File: src/inc/aux_timer_pkg.sv
// Constants, field layouts and carrier types for the auxiliary timer control block.
package aux_timer_pkg;

   // ----------------------------------------------------------------
   // Register byte offsets
   // ----------------------------------------------------------------
   localparam logic [7:0] OFS_CONTROL = 8'h10;
   localparam logic [7:0] OFS_IRQ_STATUS = 8'h14;
   localparam logic [7:0] OFS_IRQ_MASK = 8'h18;
   localparam logic [7:0] OFS_COUNT = 8'h1c;
   localparam logic [7:0] OFS_PRESCALE = 8'h20;

   // ----------------------------------------------------------------
   // Control register field positions
   // ----------------------------------------------------------------
   localparam int INPUT_LSB = 0;
   localparam int MODE_LSB = 3;
   localparam int RUN_BIT = 6;
   localparam int SWDIR_BIT = 7;
   localparam int EXTDIR_BIT = 8;
   localparam int REMOTE_BIT = 9;
   localparam int CLR_OTHER_BIT = 10;
   localparam int CLR_CORE_BIT = 11;
   localparam int IRQDIS_BIT = 12;
   localparam int EDGE_BIT = 13;
   localparam int DIRCHG_BIT = 14;
   localparam int RDIR_BIT = 15;

   // Interrupt status and mask bit positions.
   localparam int ST_EDGE = 0;
   localparam int ST_DIRCHG = 1;

   // ----------------------------------------------------------------
   // Reset values
   // ----------------------------------------------------------------
   localparam logic [14:0] CONTROL_RESET = 15'h0000;
   localparam logic [15:0] COUNT_RESET = 16'h0000;
   localparam logic [1:0] IRQ_RESET = 2'h0;
   localparam logic [1:0] PRESCALE_RESET = 2'h0;

   // ----------------------------------------------------------------
   // Mode encodings
   // ----------------------------------------------------------------
   localparam logic [2:0] MODE_TIMER = 3'h0;
   localparam logic [2:0] MODE_COUNTER = 3'h1;
   localparam logic [2:0] MODE_GATED_LOW = 3'h2;
   localparam logic [2:0] MODE_GATED_HIGH = 3'h3;
   localparam logic [2:0] MODE_RELOAD = 3'h4;
   localparam logic [2:0] MODE_CAPTURE = 3'h5;
   localparam logic [2:0] MODE_INCR_ROT = 3'h6;
   localparam logic [2:0] MODE_INCR_EDGE = 3'h7;

   // ----------------------------------------------------------------
   // Prescaler: base factor as a power of two per common code
   // ----------------------------------------------------------------
   localparam int PSC_CNT_W = 12;
   localparam logic [3:0] PSC_SHIFT_CODE01 = 4'h2;
   localparam logic [3:0] PSC_SHIFT_CODE00 = 4'h3;
   localparam logic [3:0] PSC_SHIFT_CODE11 = 4'h4;
   localparam logic [3:0] PSC_SHIFT_CODE10 = 4'h5;

   localparam logic [1:0] HTRANS_NONSEQ = 2'h2;

   // ----------------------------------------------------------------
   // Carrier types
   // ----------------------------------------------------------------
   typedef struct packed {
      logic hsel;
      logic [31:0] haddr;
      logic [1:0] htrans;
      logic hwrite;
      logic [2:0] hsize;
      logic [31:0] hwdata;
   } ahb_req_t;

   typedef struct packed {
      logic count_input_pin;
      logic ext_direction_pin;
   } timer_pins_t;

   typedef struct packed {
      logic core_timer_run_bit;
      logic core_toggle_latch;
   } core_link_t;

   typedef struct packed {
      logic [14:0] ctrl;
      logic [15:0] count;
      logic [1:0] irq_status;
      logic [1:0] irq_mask;
      logic [1:0] prescale_code;
      logic [PSC_CNT_W-1:0] psc_cnt;
      logic cin_s1;
      logic cin_s2;
      logic cin_d;
      logic dpin_s1;
      logic dpin_s2;
      logic dpin_d;
      logic tl_d;
      logic dir_prev;
      logic clr_other;
      logic clr_core;
      logic wr_pend;
      logic [7:0] wr_addr;
      logic [31:0] hrdata;
   } aux_state_t;

endpackage

File: src/core/aux_timer_control.sv
// Auxiliary 16-bit timer: control register, direction, prescaler, flags and AHB-Lite slave.
//
// Contract
// - Mode field bits 5:3 selects timer, counter, gated, reload, capture, incremental.
// - Local run bit 6 starts or stops the timer while remote control is off.
// - Remote control bit 9 hands run control to the core timer run bit.
// - External direction off: software bit 7 alone sets up (0) or down (1).
// - External direction on: count down when pin XOR software bit is one.
// - Read-only bit 15 always shows effective direction, one meaning down.
// - Count edge sets bit 13; it stays set until software clears it.
// - Direction change sets bit 14; it stays set until software clears it.
// - Bit 12 suppresses edge and direction interrupts in incremental modes.
// - With bit 10, falling direction pin edge clears the other auxiliary timer.
// - With bit 11, falling count pin edge clears the core timer.
// - Input field bits 2:0 meaning depends on the selected mode.
// - Timer and gated tick is module clock over base times two to input field.
// - Counter and reload codes pick pin or toggle latch edges; x00 disables.
//
// The AHB-Lite slave port was left to the implementer.
module aux_timer_control
   import aux_timer_pkg::*;
(
   input wire logic clk_sys,
   input wire logic rst,
   input wire ahb_req_t ahb_req,
   input wire logic hready,
   output logic hreadyout,
   output logic hresp,
   output logic [31:0] hrdata,
   input wire timer_pins_t pins,
   input wire core_link_t core_link,
   output logic [15:0] count_value,
   output logic count_down,
   output logic clear_other_aux_timer,
   output logic clear_core_timer,
   output logic irq
);

   // ----------------------------------------------------------------
   // State and decoded helpers
   // ----------------------------------------------------------------
   aux_state_t s;
   aux_state_t next_s;

   logic [2:0] mode_select;
   logic [2:0] input_param_select;
   logic eff_down;
   logic running;
   logic cin_rise;
   logic cin_fall;
   logic dpin_rise;
   logic dpin_fall;
   logic tl_rise;
   logic tl_fall;
   logic [3:0] base_shift;
   logic [3:0] psc_shift;
   logic [PSC_CNT_W-1:0] psc_mask;
   logic psc_tick;
   logic count_edge;
   logic step;
   logic incr_mode;
   logic irq_allowed;
   logic addr_take;

   assign mode_select = s.ctrl[MODE_LSB +: 3];
   assign input_param_select = s.ctrl[INPUT_LSB +: 3];

   // Effective direction; the pin is ignored unless external control is on.
   assign eff_down = s.ctrl[EXTDIR_BIT] ? (s.dpin_s2 ^ s.ctrl[SWDIR_BIT])
                                        : s.ctrl[SWDIR_BIT];

   // Run source: remote control overrides the local run bit entirely.
   assign running = s.ctrl[REMOTE_BIT] ? core_link.core_timer_run_bit
                                       : s.ctrl[RUN_BIT];

   // Pin edges are taken from the second synchroniser stage and its delayed copy; toggle latch edges from the raw input.
   assign cin_rise = s.cin_s2 & ~s.cin_d;
   assign cin_fall = ~s.cin_s2 & s.cin_d;
   assign dpin_rise = s.dpin_s2 & ~s.dpin_d;
   assign dpin_fall = ~s.dpin_s2 & s.dpin_d;
   assign tl_rise = core_link.core_toggle_latch & ~s.tl_d;
   assign tl_fall = ~core_link.core_toggle_latch & s.tl_d;

   // ----------------------------------------------------------------
   // Prescaler
   // ----------------------------------------------------------------
   // Base factor follows the non-linear common code, so a lookup is used.
   always_comb begin
      case (s.prescale_code)
         2'h1: base_shift = PSC_SHIFT_CODE01;
         2'h0: base_shift = PSC_SHIFT_CODE00;
         2'h3: base_shift = PSC_SHIFT_CODE11;
         default: base_shift = PSC_SHIFT_CODE10;
      endcase
   end

   // The free-running counter ticks when its low psc_shift bits are all ones,
   // which gives a period of exactly two to psc_shift module clocks.
   assign psc_shift = base_shift + {1'b0, input_param_select};
   assign psc_mask = PSC_CNT_W'((13'h1 << psc_shift) - 13'h1);
   assign psc_tick = (s.psc_cnt & psc_mask) == psc_mask;

   // ----------------------------------------------------------------
   // Count source selection per mode
   // ----------------------------------------------------------------
   // Capture mode does not count here; it falls to the default branch, which holds step low.
   always_comb begin
      count_edge = 1'b0;
      step = 1'b0;
      case (mode_select)
         MODE_TIMER: begin
            step = running & psc_tick;
         end
         MODE_GATED_LOW: begin
            step = running & psc_tick & ~s.cin_s2;
         end
         MODE_GATED_HIGH: begin
            step = running & psc_tick & s.cin_s2;
         end
         MODE_COUNTER, MODE_RELOAD: begin
            if (input_param_select[2]) begin
               count_edge = (input_param_select[0] & tl_rise) |
                            (input_param_select[1] & tl_fall);
            end else begin
               count_edge = (input_param_select[0] & cin_rise) |
                            (input_param_select[1] & cin_fall);
            end
            step = running & count_edge;
         end
         MODE_INCR_ROT, MODE_INCR_EDGE: begin
            // Codes with the top bit set are reserved and count nothing.
            if (!input_param_select[2]) begin
               count_edge = (input_param_select[0] & (cin_rise | cin_fall)) |
                            (input_param_select[1] & (dpin_rise | dpin_fall));
            end
            step = running & count_edge;
         end
         default: begin
            count_edge = 1'b0;
            step = 1'b0;
         end
      endcase
   end

   assign incr_mode = (mode_select == MODE_INCR_ROT) | (mode_select == MODE_INCR_EDGE);
   assign irq_allowed = ~(incr_mode & s.ctrl[IRQDIS_BIT]);

   assign addr_take = ahb_req.hsel & hready & (ahb_req.htrans == HTRANS_NONSEQ);

   // ----------------------------------------------------------------
   // Next-state logic
   // ----------------------------------------------------------------
   always_comb begin
      next_s = s;

      // Two-flop synchronisers for the pins; stage one feeds stage two only.
      next_s.cin_s1 = pins.count_input_pin;
      next_s.cin_s2 = s.cin_s1;
      next_s.cin_d = s.cin_s2;
      next_s.dpin_s1 = pins.ext_direction_pin;
      next_s.dpin_s2 = s.dpin_s1;
      next_s.dpin_d = s.dpin_s2;
      next_s.tl_d = core_link.core_toggle_latch;
      next_s.dir_prev = eff_down;
      next_s.psc_cnt = PSC_CNT_W'(s.psc_cnt + 1'b1);

      // Clear requests to neighbouring timers are one-cycle pulses.
      next_s.clr_other = s.ctrl[CLR_OTHER_BIT] & dpin_fall;
      next_s.clr_core = s.ctrl[CLR_CORE_BIT] & cin_fall;

      // Counting; a CPU write below takes priority in the same cycle.
      if (step) begin
         if (eff_down) begin
            next_s.count = 16'(s.count - 16'h1);
         end else begin
            next_s.count = 16'(s.count + 16'h1);
         end
      end

      // Data phase of a write captured in the previous address phase.
      if (s.wr_pend) begin
         case (s.wr_addr)
            OFS_CONTROL: begin
               next_s.ctrl = ahb_req.hwdata[14:0];
            end
            OFS_IRQ_STATUS: begin
               next_s.irq_status = s.irq_status & ~ahb_req.hwdata[1:0];
            end
            OFS_IRQ_MASK: begin
               next_s.irq_mask = ahb_req.hwdata[1:0];
            end
            OFS_COUNT: begin
               next_s.count = ahb_req.hwdata[15:0];
            end
            OFS_PRESCALE: begin
               next_s.prescale_code = ahb_req.hwdata[1:0];
            end
            default: begin
               next_s.wr_pend = 1'b0;
            end
         endcase
      end

      // Hardware sets win over a software clear in the same cycle.
      if (count_edge) begin
         next_s.ctrl[EDGE_BIT] = 1'b1;
         if (irq_allowed) begin
            next_s.irq_status[ST_EDGE] = 1'b1;
         end
      end
      if (eff_down != s.dir_prev) begin
         next_s.ctrl[DIRCHG_BIT] = 1'b1;
         if (irq_allowed) begin
            next_s.irq_status[ST_DIRCHG] = 1'b1;
         end
      end

      // Address phase bookkeeping.
      next_s.wr_pend = addr_take & ahb_req.hwrite;
      next_s.wr_addr = ahb_req.haddr[7:0];

      // Read data is built from the updated state so that a read right after
      // a write returns the written value without a wait state.
      if (addr_take && !ahb_req.hwrite) begin
         case (ahb_req.haddr[7:0])
            OFS_CONTROL: next_s.hrdata = {16'h0, eff_down, next_s.ctrl};
            OFS_IRQ_STATUS: next_s.hrdata = {30'h0, next_s.irq_status};
            OFS_IRQ_MASK: next_s.hrdata = {30'h0, next_s.irq_mask};
            OFS_COUNT: next_s.hrdata = {16'h0, next_s.count};
            OFS_PRESCALE: next_s.hrdata = {30'h0, next_s.prescale_code};
            default: next_s.hrdata = 32'h0;
         endcase
      end
   end

   // ----------------------------------------------------------------
   // State register
   // ----------------------------------------------------------------
   always_ff @(posedge clk_sys) begin
      if (rst) begin
         s <= '0;
         s.ctrl <= CONTROL_RESET;
         s.count <= COUNT_RESET;
         s.irq_status <= IRQ_RESET;
         s.irq_mask <= IRQ_RESET;
         s.prescale_code <= PRESCALE_RESET;
      end else begin
         s <= next_s;
      end
   end

   // ----------------------------------------------------------------
   // Outputs
   // ----------------------------------------------------------------
   // Zero wait states and an OKAY response on every transfer.
   assign hreadyout = 1'b1;
   assign hresp = 1'b0;
   assign hrdata = s.hrdata;
   assign count_value = s.count;
   assign count_down = s.dir_prev;
   assign clear_other_aux_timer = s.clr_other;
   assign clear_core_timer = s.clr_core;
   assign irq = |(s.irq_status & s.irq_mask);

endmodule

File: config.mk
export PLATFORM = sky130hd
export DESIGN_NAME = aux_timer_control
export DESIGN_NICKNAME = d
export VERILOG_FILES = /design/src/inc/aux_timer_pkg.sv /design/src/core/aux_timer_control.sv
export SDC_FILE = /design/constraint.sdc
export NUM_CORES = 1
export LEC_CHECK = 0
export BUFFER_PORTS_ARGS = -buffer_cell sky130_fd_sc_hd__clkbuf_2
export CAP_MARGIN = 20
export CORE_MARGIN = 2
export CORE_UTILIZATION = 52
export CTS_CLUSTER_SIZE = 8
export DETAILED_ROUTE_END_ITERATION = 6
export GPL_TIMING_DRIVEN = 1
export PLACE_DENSITY = 0.88
export SKIP_LAST_GASP = 1
export SYNTH_ARGS = -nofsm -noshare
export SYNTH_HDL_FRONTEND = slang
export SYNTH_SLANG_ARGS = --single-unit
File: constraint.sdc
create_clock -name clk_sys -period 5.7 [get_ports clk_sys]
set_input_delay 1.14 -clock clk_sys [delete_from_list [all_inputs] [get_ports clk_sys]]
set_output_delay 1.14 -clock clk_sys [all_outputs]
set_load 0.01 [all_outputs]
After elaboration in Yosys (flattened, before gate mapping)
Cells that the tools add are included.
{ "totals": {"output_inout_bits": 54, "regBits": 100} }
{ "op_classes": {"n_addsub": 5, "n_eq_ne": 21, "shifts": 1, "reduce_logical": 7, "mux": 24, "bitwise": 40} }
{ "ops": {"columns": ["operator", "count"], "rows": [
  ["$pmux 16 s5", 1],
  ["$eq 8x5->1 const B", 8],
  ["$mux 16", 3],
  ["$mux 37", 1],
  ["$and 1x1->1", 23],
  ["$add 16x1->16 const B", 1],
  ["$eq 8x6->1 const B", 2],
  ["$sub 16x1->16 const B", 1],
  ["$mux 15", 1],
  ["$add 12x1->12 const B", 1],
  ["$and 12x12->12", 1],
  ["$eq 12x12->1", 1],
  ["$mux 1", 12],
  ["$shl 1x4->12 const A", 1],
  ["$sub 12x1->12 const B", 1],
  ["$eq 3x3->1 const B", 3],
  ["$pmux 3 s3", 1],
  ["$eq 3x2->1 const B", 2],
  ["$mux 2", 3],
  ["$not 1->1", 6],
  ["$or 1x1->1", 6],
  ["$reduce_or 2->1", 3],
  ["$pmux 1 s5", 1],
  ["$add 4x3->4", 1],
  ["other kinds (12)", 14]
]} }

Depth between registers and ports, before layout
{ "depth": {"ltp_word": 16, "depth_mapped": 20} }

Worst setup path before layout
Ideal clock, no wire load.
{ "synth_path": {"kind": "register to register", "start": "register s, in the netlist input_param_select[0]", "end": "register s, in the netlist hrdata[1]", "arrival_time_ns": 3.740, "setup_time_ns": 0.142, "path_stages_with_launch": 18, "slack_ns": 1.819, "path_buffers": 2, "period_less_slack_ns": 3.881, "cell_sequence": "dfxtp_1 > ha_1 > inv_1 > fa_1 > xor2_4 > nand2_1 > or3_1 > ha_1 > buf_2 > nor2b_1 > mux2_1 > a222oi_1 > a41oi_2 > buf_6 > mux2_4 > mux2i_4 > o21a_1 > a211oi_1"} }
{ "synth_between": {"elab_chain_cells": 12, "elab_cells_between_ends": 25, "cone_classes": "add/sub: 2; eq/ne: 1; shift: 1; mux: 9; bitwise: 12"} }
{ "synth_lines": {"columns": ["item", "line_no", "source"], "rows": [
  ["from (decl)", "aux_timer_control.sv:42", "aux_state_t s;"],
  ["from (signal assigned)", "aux_timer_control.sv:248", "s <= next_s;"],
  ["$add 4x3->4", "aux_timer_control.sv:99", "assign psc_shift = base_shift + {1'b0, input_param_select};"],
  ["$shl 1x4->12", "aux_timer_control.sv:100", "assign psc_mask = PSC_CNT_W'((13'h1 << psc_shift) - 13'h1);"],
  ["$sub 12x1->12", "aux_timer_control.sv:100", null],
  ["$and 12x12->12", "aux_timer_control.sv:101", "assign psc_tick = (s.psc_cnt & psc_mask) == psc_mask;"],
  ["$eq 12x12->1", "aux_timer_control.sv:101", null],
  ["$and 1x1->1", "aux_timer_control.sv:112, aux_timer_control.sv:115, aux_timer_control.sv:118", null],
  ["$and 1x1->1 (on tied branches)", "aux_timer_control.sv:118, aux_timer_control.sv:115", null],
  ["$pmux 1 s5 *", "aux_timer_control.sv:110", "case (mode_select)"],
  ["$mux 16 *", "aux_timer_control.sv:172", "if (step) begin"],
  ["$mux 16", "aux_timer_control.sv:182", "case (s.wr_addr)"],
  ["$mux 37 *", "aux_timer_control.sv:181", "if (s.wr_pend) begin"],
  ["$pmux 16 s5 *", "aux_timer_control.sv:225", "case (ahb_req.haddr[7:0])"]
]} }
Every way passes the cells marked *; elsewhere a longest branch is shown, timed or not. The select of a mux whose other input is x is not followed.
A chain may end at the register's enable or synchronous reset.

Final worst setup path
{ "layout_path": {"start": "register s, in the netlist input_param_select[0]", "end": "register s, in the netlist hrdata[6]"} }
The elaborated chain is that of the path after synthesis.

==> results_dict.tcl <==
set metrics [dict create \
    antenna_found_initial 0 \
    synth-compound-area-share_pct 17.1 \
    finalMaxSlewViolations 0 \
    synth_xor_area_share_pct 5.51 \
    multi_input_area_mm2 0.00277 \
    die_area_mm2 0.0103 \
    hold_viol_final 0 \
    vias 4181 \
    core_area_mm2 0.00924 \
    holdBufCountCts 0 \
    grt_max_degree 59 \
    r2r_cells 15 \
    nFillCells 793 \
    crit_type "register to register" \
    startpoint_type "register" \
    synth_top_cell_by_area "dfxtp_1" \
    vias_per_cell 5.60 \
    yosys.area_share.simple_pct 19.6 \
    grt_overflow 0 \
    synth_fa_ha_area_share_pct 6.37 \
    tightest_slew_ns 1.06 \
    numPortBuffers 70 \
    regArea_mm2 0.00168 \
    ys_async_sr_fraction_pct 0 \
    seq_area_frac_synth_pct 34.0 \
    hold_path.class "register to register" \
    arrival_ns 5.18 \
    syn_inst 584 \
    post-route-period-util_pct 85.9 \
    syn_avg_cell_area_um2 8.48 \
    first_iter_violations 214 \
    insertion_delay_ns 0.36 \
    nets 714 \
    maxSlewHeadroom_pct 28.9 \
    rsz0062_at_grt "false" \
    grt_usage_pct 22.7 \
    required_ns 5.98 \
    antenna_cells 0 \
    drive_above_1_share_pct 16.9 \
    post_drt_wl_per_cell_um 15.4 \
    synth_flop_cell "dfxtp_1" \
    final_cells 746 \
    fin_crit_ns 4.90 \
    finalSetupViolations 0 \
    die_width_um 102 \
    initial_core_util_pct 53.6 \
    setup_tns_ns 0 \
    detail-route-antenna-nets 0 \
    synth_top_family_by_area "simple AND/OR/NAND/NOR gates" \
    cts_root_buf "clkbuf_8" \
    ios 132 \
    cts_buffer_depth 2 \
    cp_max_fo 19 \
    cts_made_buffers 9 \
    detail_route.first_pass.iterations 5 \
    h-tree-depth 3 \
    r2r_start "input_param_select[0]" \
    drt-total-wl_mm 11.5 \
    clk_pin_slew_worst_paths_ns 0.11 \
    clock-sinks 84 \
    dp.cells 730 \
    ys_ff_latch 84 \
    synth_top_area_share_pct 34.0 \
    drv_cap 0 \
    fmax_mhz 204 \
    dp_hpwl_mm 8.75 \
    status "finished, final reports clean" \
    crit-reg2reg-capture "hrdata[6]" \
    power.density_mw_per_mm2 206 \
    synthMuxAreaShare_pct 6.07 \
    syn_area_mm2 0.00495 \
    postCtsSetupRepairBufs 0 \
    endpoint "hrdata[6]" \
    gp_congestion 0.879 \
    drc 0 \
    die_y_um 102 \
    synth.most_common_cell "dfxtp_1" \
    peakVddDrop_v 0.000158 \
    synthDistinctLibCells 68 \
    reg2reg_slack_ns 0.80 \
    leakage_nw 2.29 \
    syn2layout_area_growth_pct 5.99 \
    grt_pass1_wl_mm 18.6 \
    critPathLaunch "input_param_select[0]" \
    synth_edf_count 0 \
    end_kind "register" \
    yosysWarnings 0 \
    netlist_top_cells_count "dfxtp_1, nor2_1, buf_4, nand2_1, a21oi_1" \
    num_rows 35 \
    synthTopCellsByArea "dfxtp_1, buf_4, nor2_1, ha_1, mux2i_1" \
    cts_tree "yes" \
    grt_pass1_vias 3930 \
    ctsResizeCount 0 \
    finClkSkew_ns 0.0133 \
]
layout by cell type, fill, tap and decap left out, types with 11 or more instances in the layout:
master,count
dfxtp_1,84
nor2_1,81
clkbuf_2,70
nand2_1,41
a21oi_1,32
mux2i_1,24
ha_1,22
o21ai_0,19
nor2b_1,18
conb_1,18
inv_1,15
nand3_1,15
xor2_1,14
xnor2_1,14
o211ai_1,12
o21ai_1,11
how the worst min path moves through the flow:
stage | slack (ns) | cells past startpoint | end | from
finish | 0.44 | 2 | clear_core_timer | s[96]
global route | 0.46 | 1 | next_s[48] | next_s[49]
CTS | 0.44 | 2 | clear_core_timer | s[96]
detailed placement | 0.42 | 1 | next_s[48] | next_s[49]
global placement | 0.43 | 2 | clear_core_timer | s[96]
floorplan | 0.41 | 1 | next_s[45] | next_s[46]
layer usage:
layer / track usage, % / vias up / share of wire (%) / wire length [µm]
met5: 0 / - / 0 / 0
met4: 8.63 / 0 / 1.9 / 213
met3: 2.83 / 17 / 6.1 / 700
met2: 38.2 / 152 / 48 / 5480
met1: 29.8 / 1989 / 44 / 5090
li1: - / 2023 / - / -
state kept, by name, summed over array words and instances, names as in the netlist:
signal	count
count_value	16
next_s	4
s	39
mode_select	3
input_param_select	3
count_down	1
clear_core_timer	1
hrdata	16
clear_other_aux_timer	1
layout make-up:
class	count	share of cell area [%]
clock buffers	9	2.36
clock inverters	7	1.45
inverters	15	1.07
multi-input cells	429	52.9
flip-flops and latches	84	32.1
well taps	129	3.08
repair buffers	73	7.11
power breakdown:
group	total (mW)	internal [mW]	switching (mW)	leakage [nW]
Clock	0.431	0.175	0.256	0.103
Combinational	0.0499	0.0182	0.0317	1.51
Sequential	0.599	0.594	0.00528	0.680
Total	1.08	0.787	0.293	2.29
worst max-delay path, stage by stage (launching register included):
cell,delay (ns)
dfxtp_1,0.41
ha_1,0.22
inv_1,0.07
fa_1,0.47
xor2_4,0.27
nand2_1,0.13
or3_1,0.38
ha_1,0.31
nor2_1,0.05
or4_1,0.52
nor4_1,0.36
a41oi_2,0.59
buf_4,0.40
o211ai_2,0.21
o211ai_1,0.15
a221oi_1,0.26
kinds of logic after synthesis:
group	after synthesis
simple gates	204
compound gates	126
buf+inv	87
flops	84
xor+xnor	29
mux	28
fa+ha+maj	24
other cells	2
stage by stage:
step	util, %	total power [mW]	cell area, µm²	worst slack (ns)	hold WS (ns)
6_report	56.8	1.08	5250	0.802	0.435
5_1_grt	56.8	1.11	5250	0.453	0.463
4_1_cts	56.8	1.08	5250	0.845	0.443
3_3_place_gp	54.6	0.660	5050	0.971	0.432
3_5_place_dp	54.6	0.661	5050	0.851	0.424
2_1_floorplan	-	0.648	5010	1.82	0.414
Note: power is estimated with default switching activity, not from simulation.
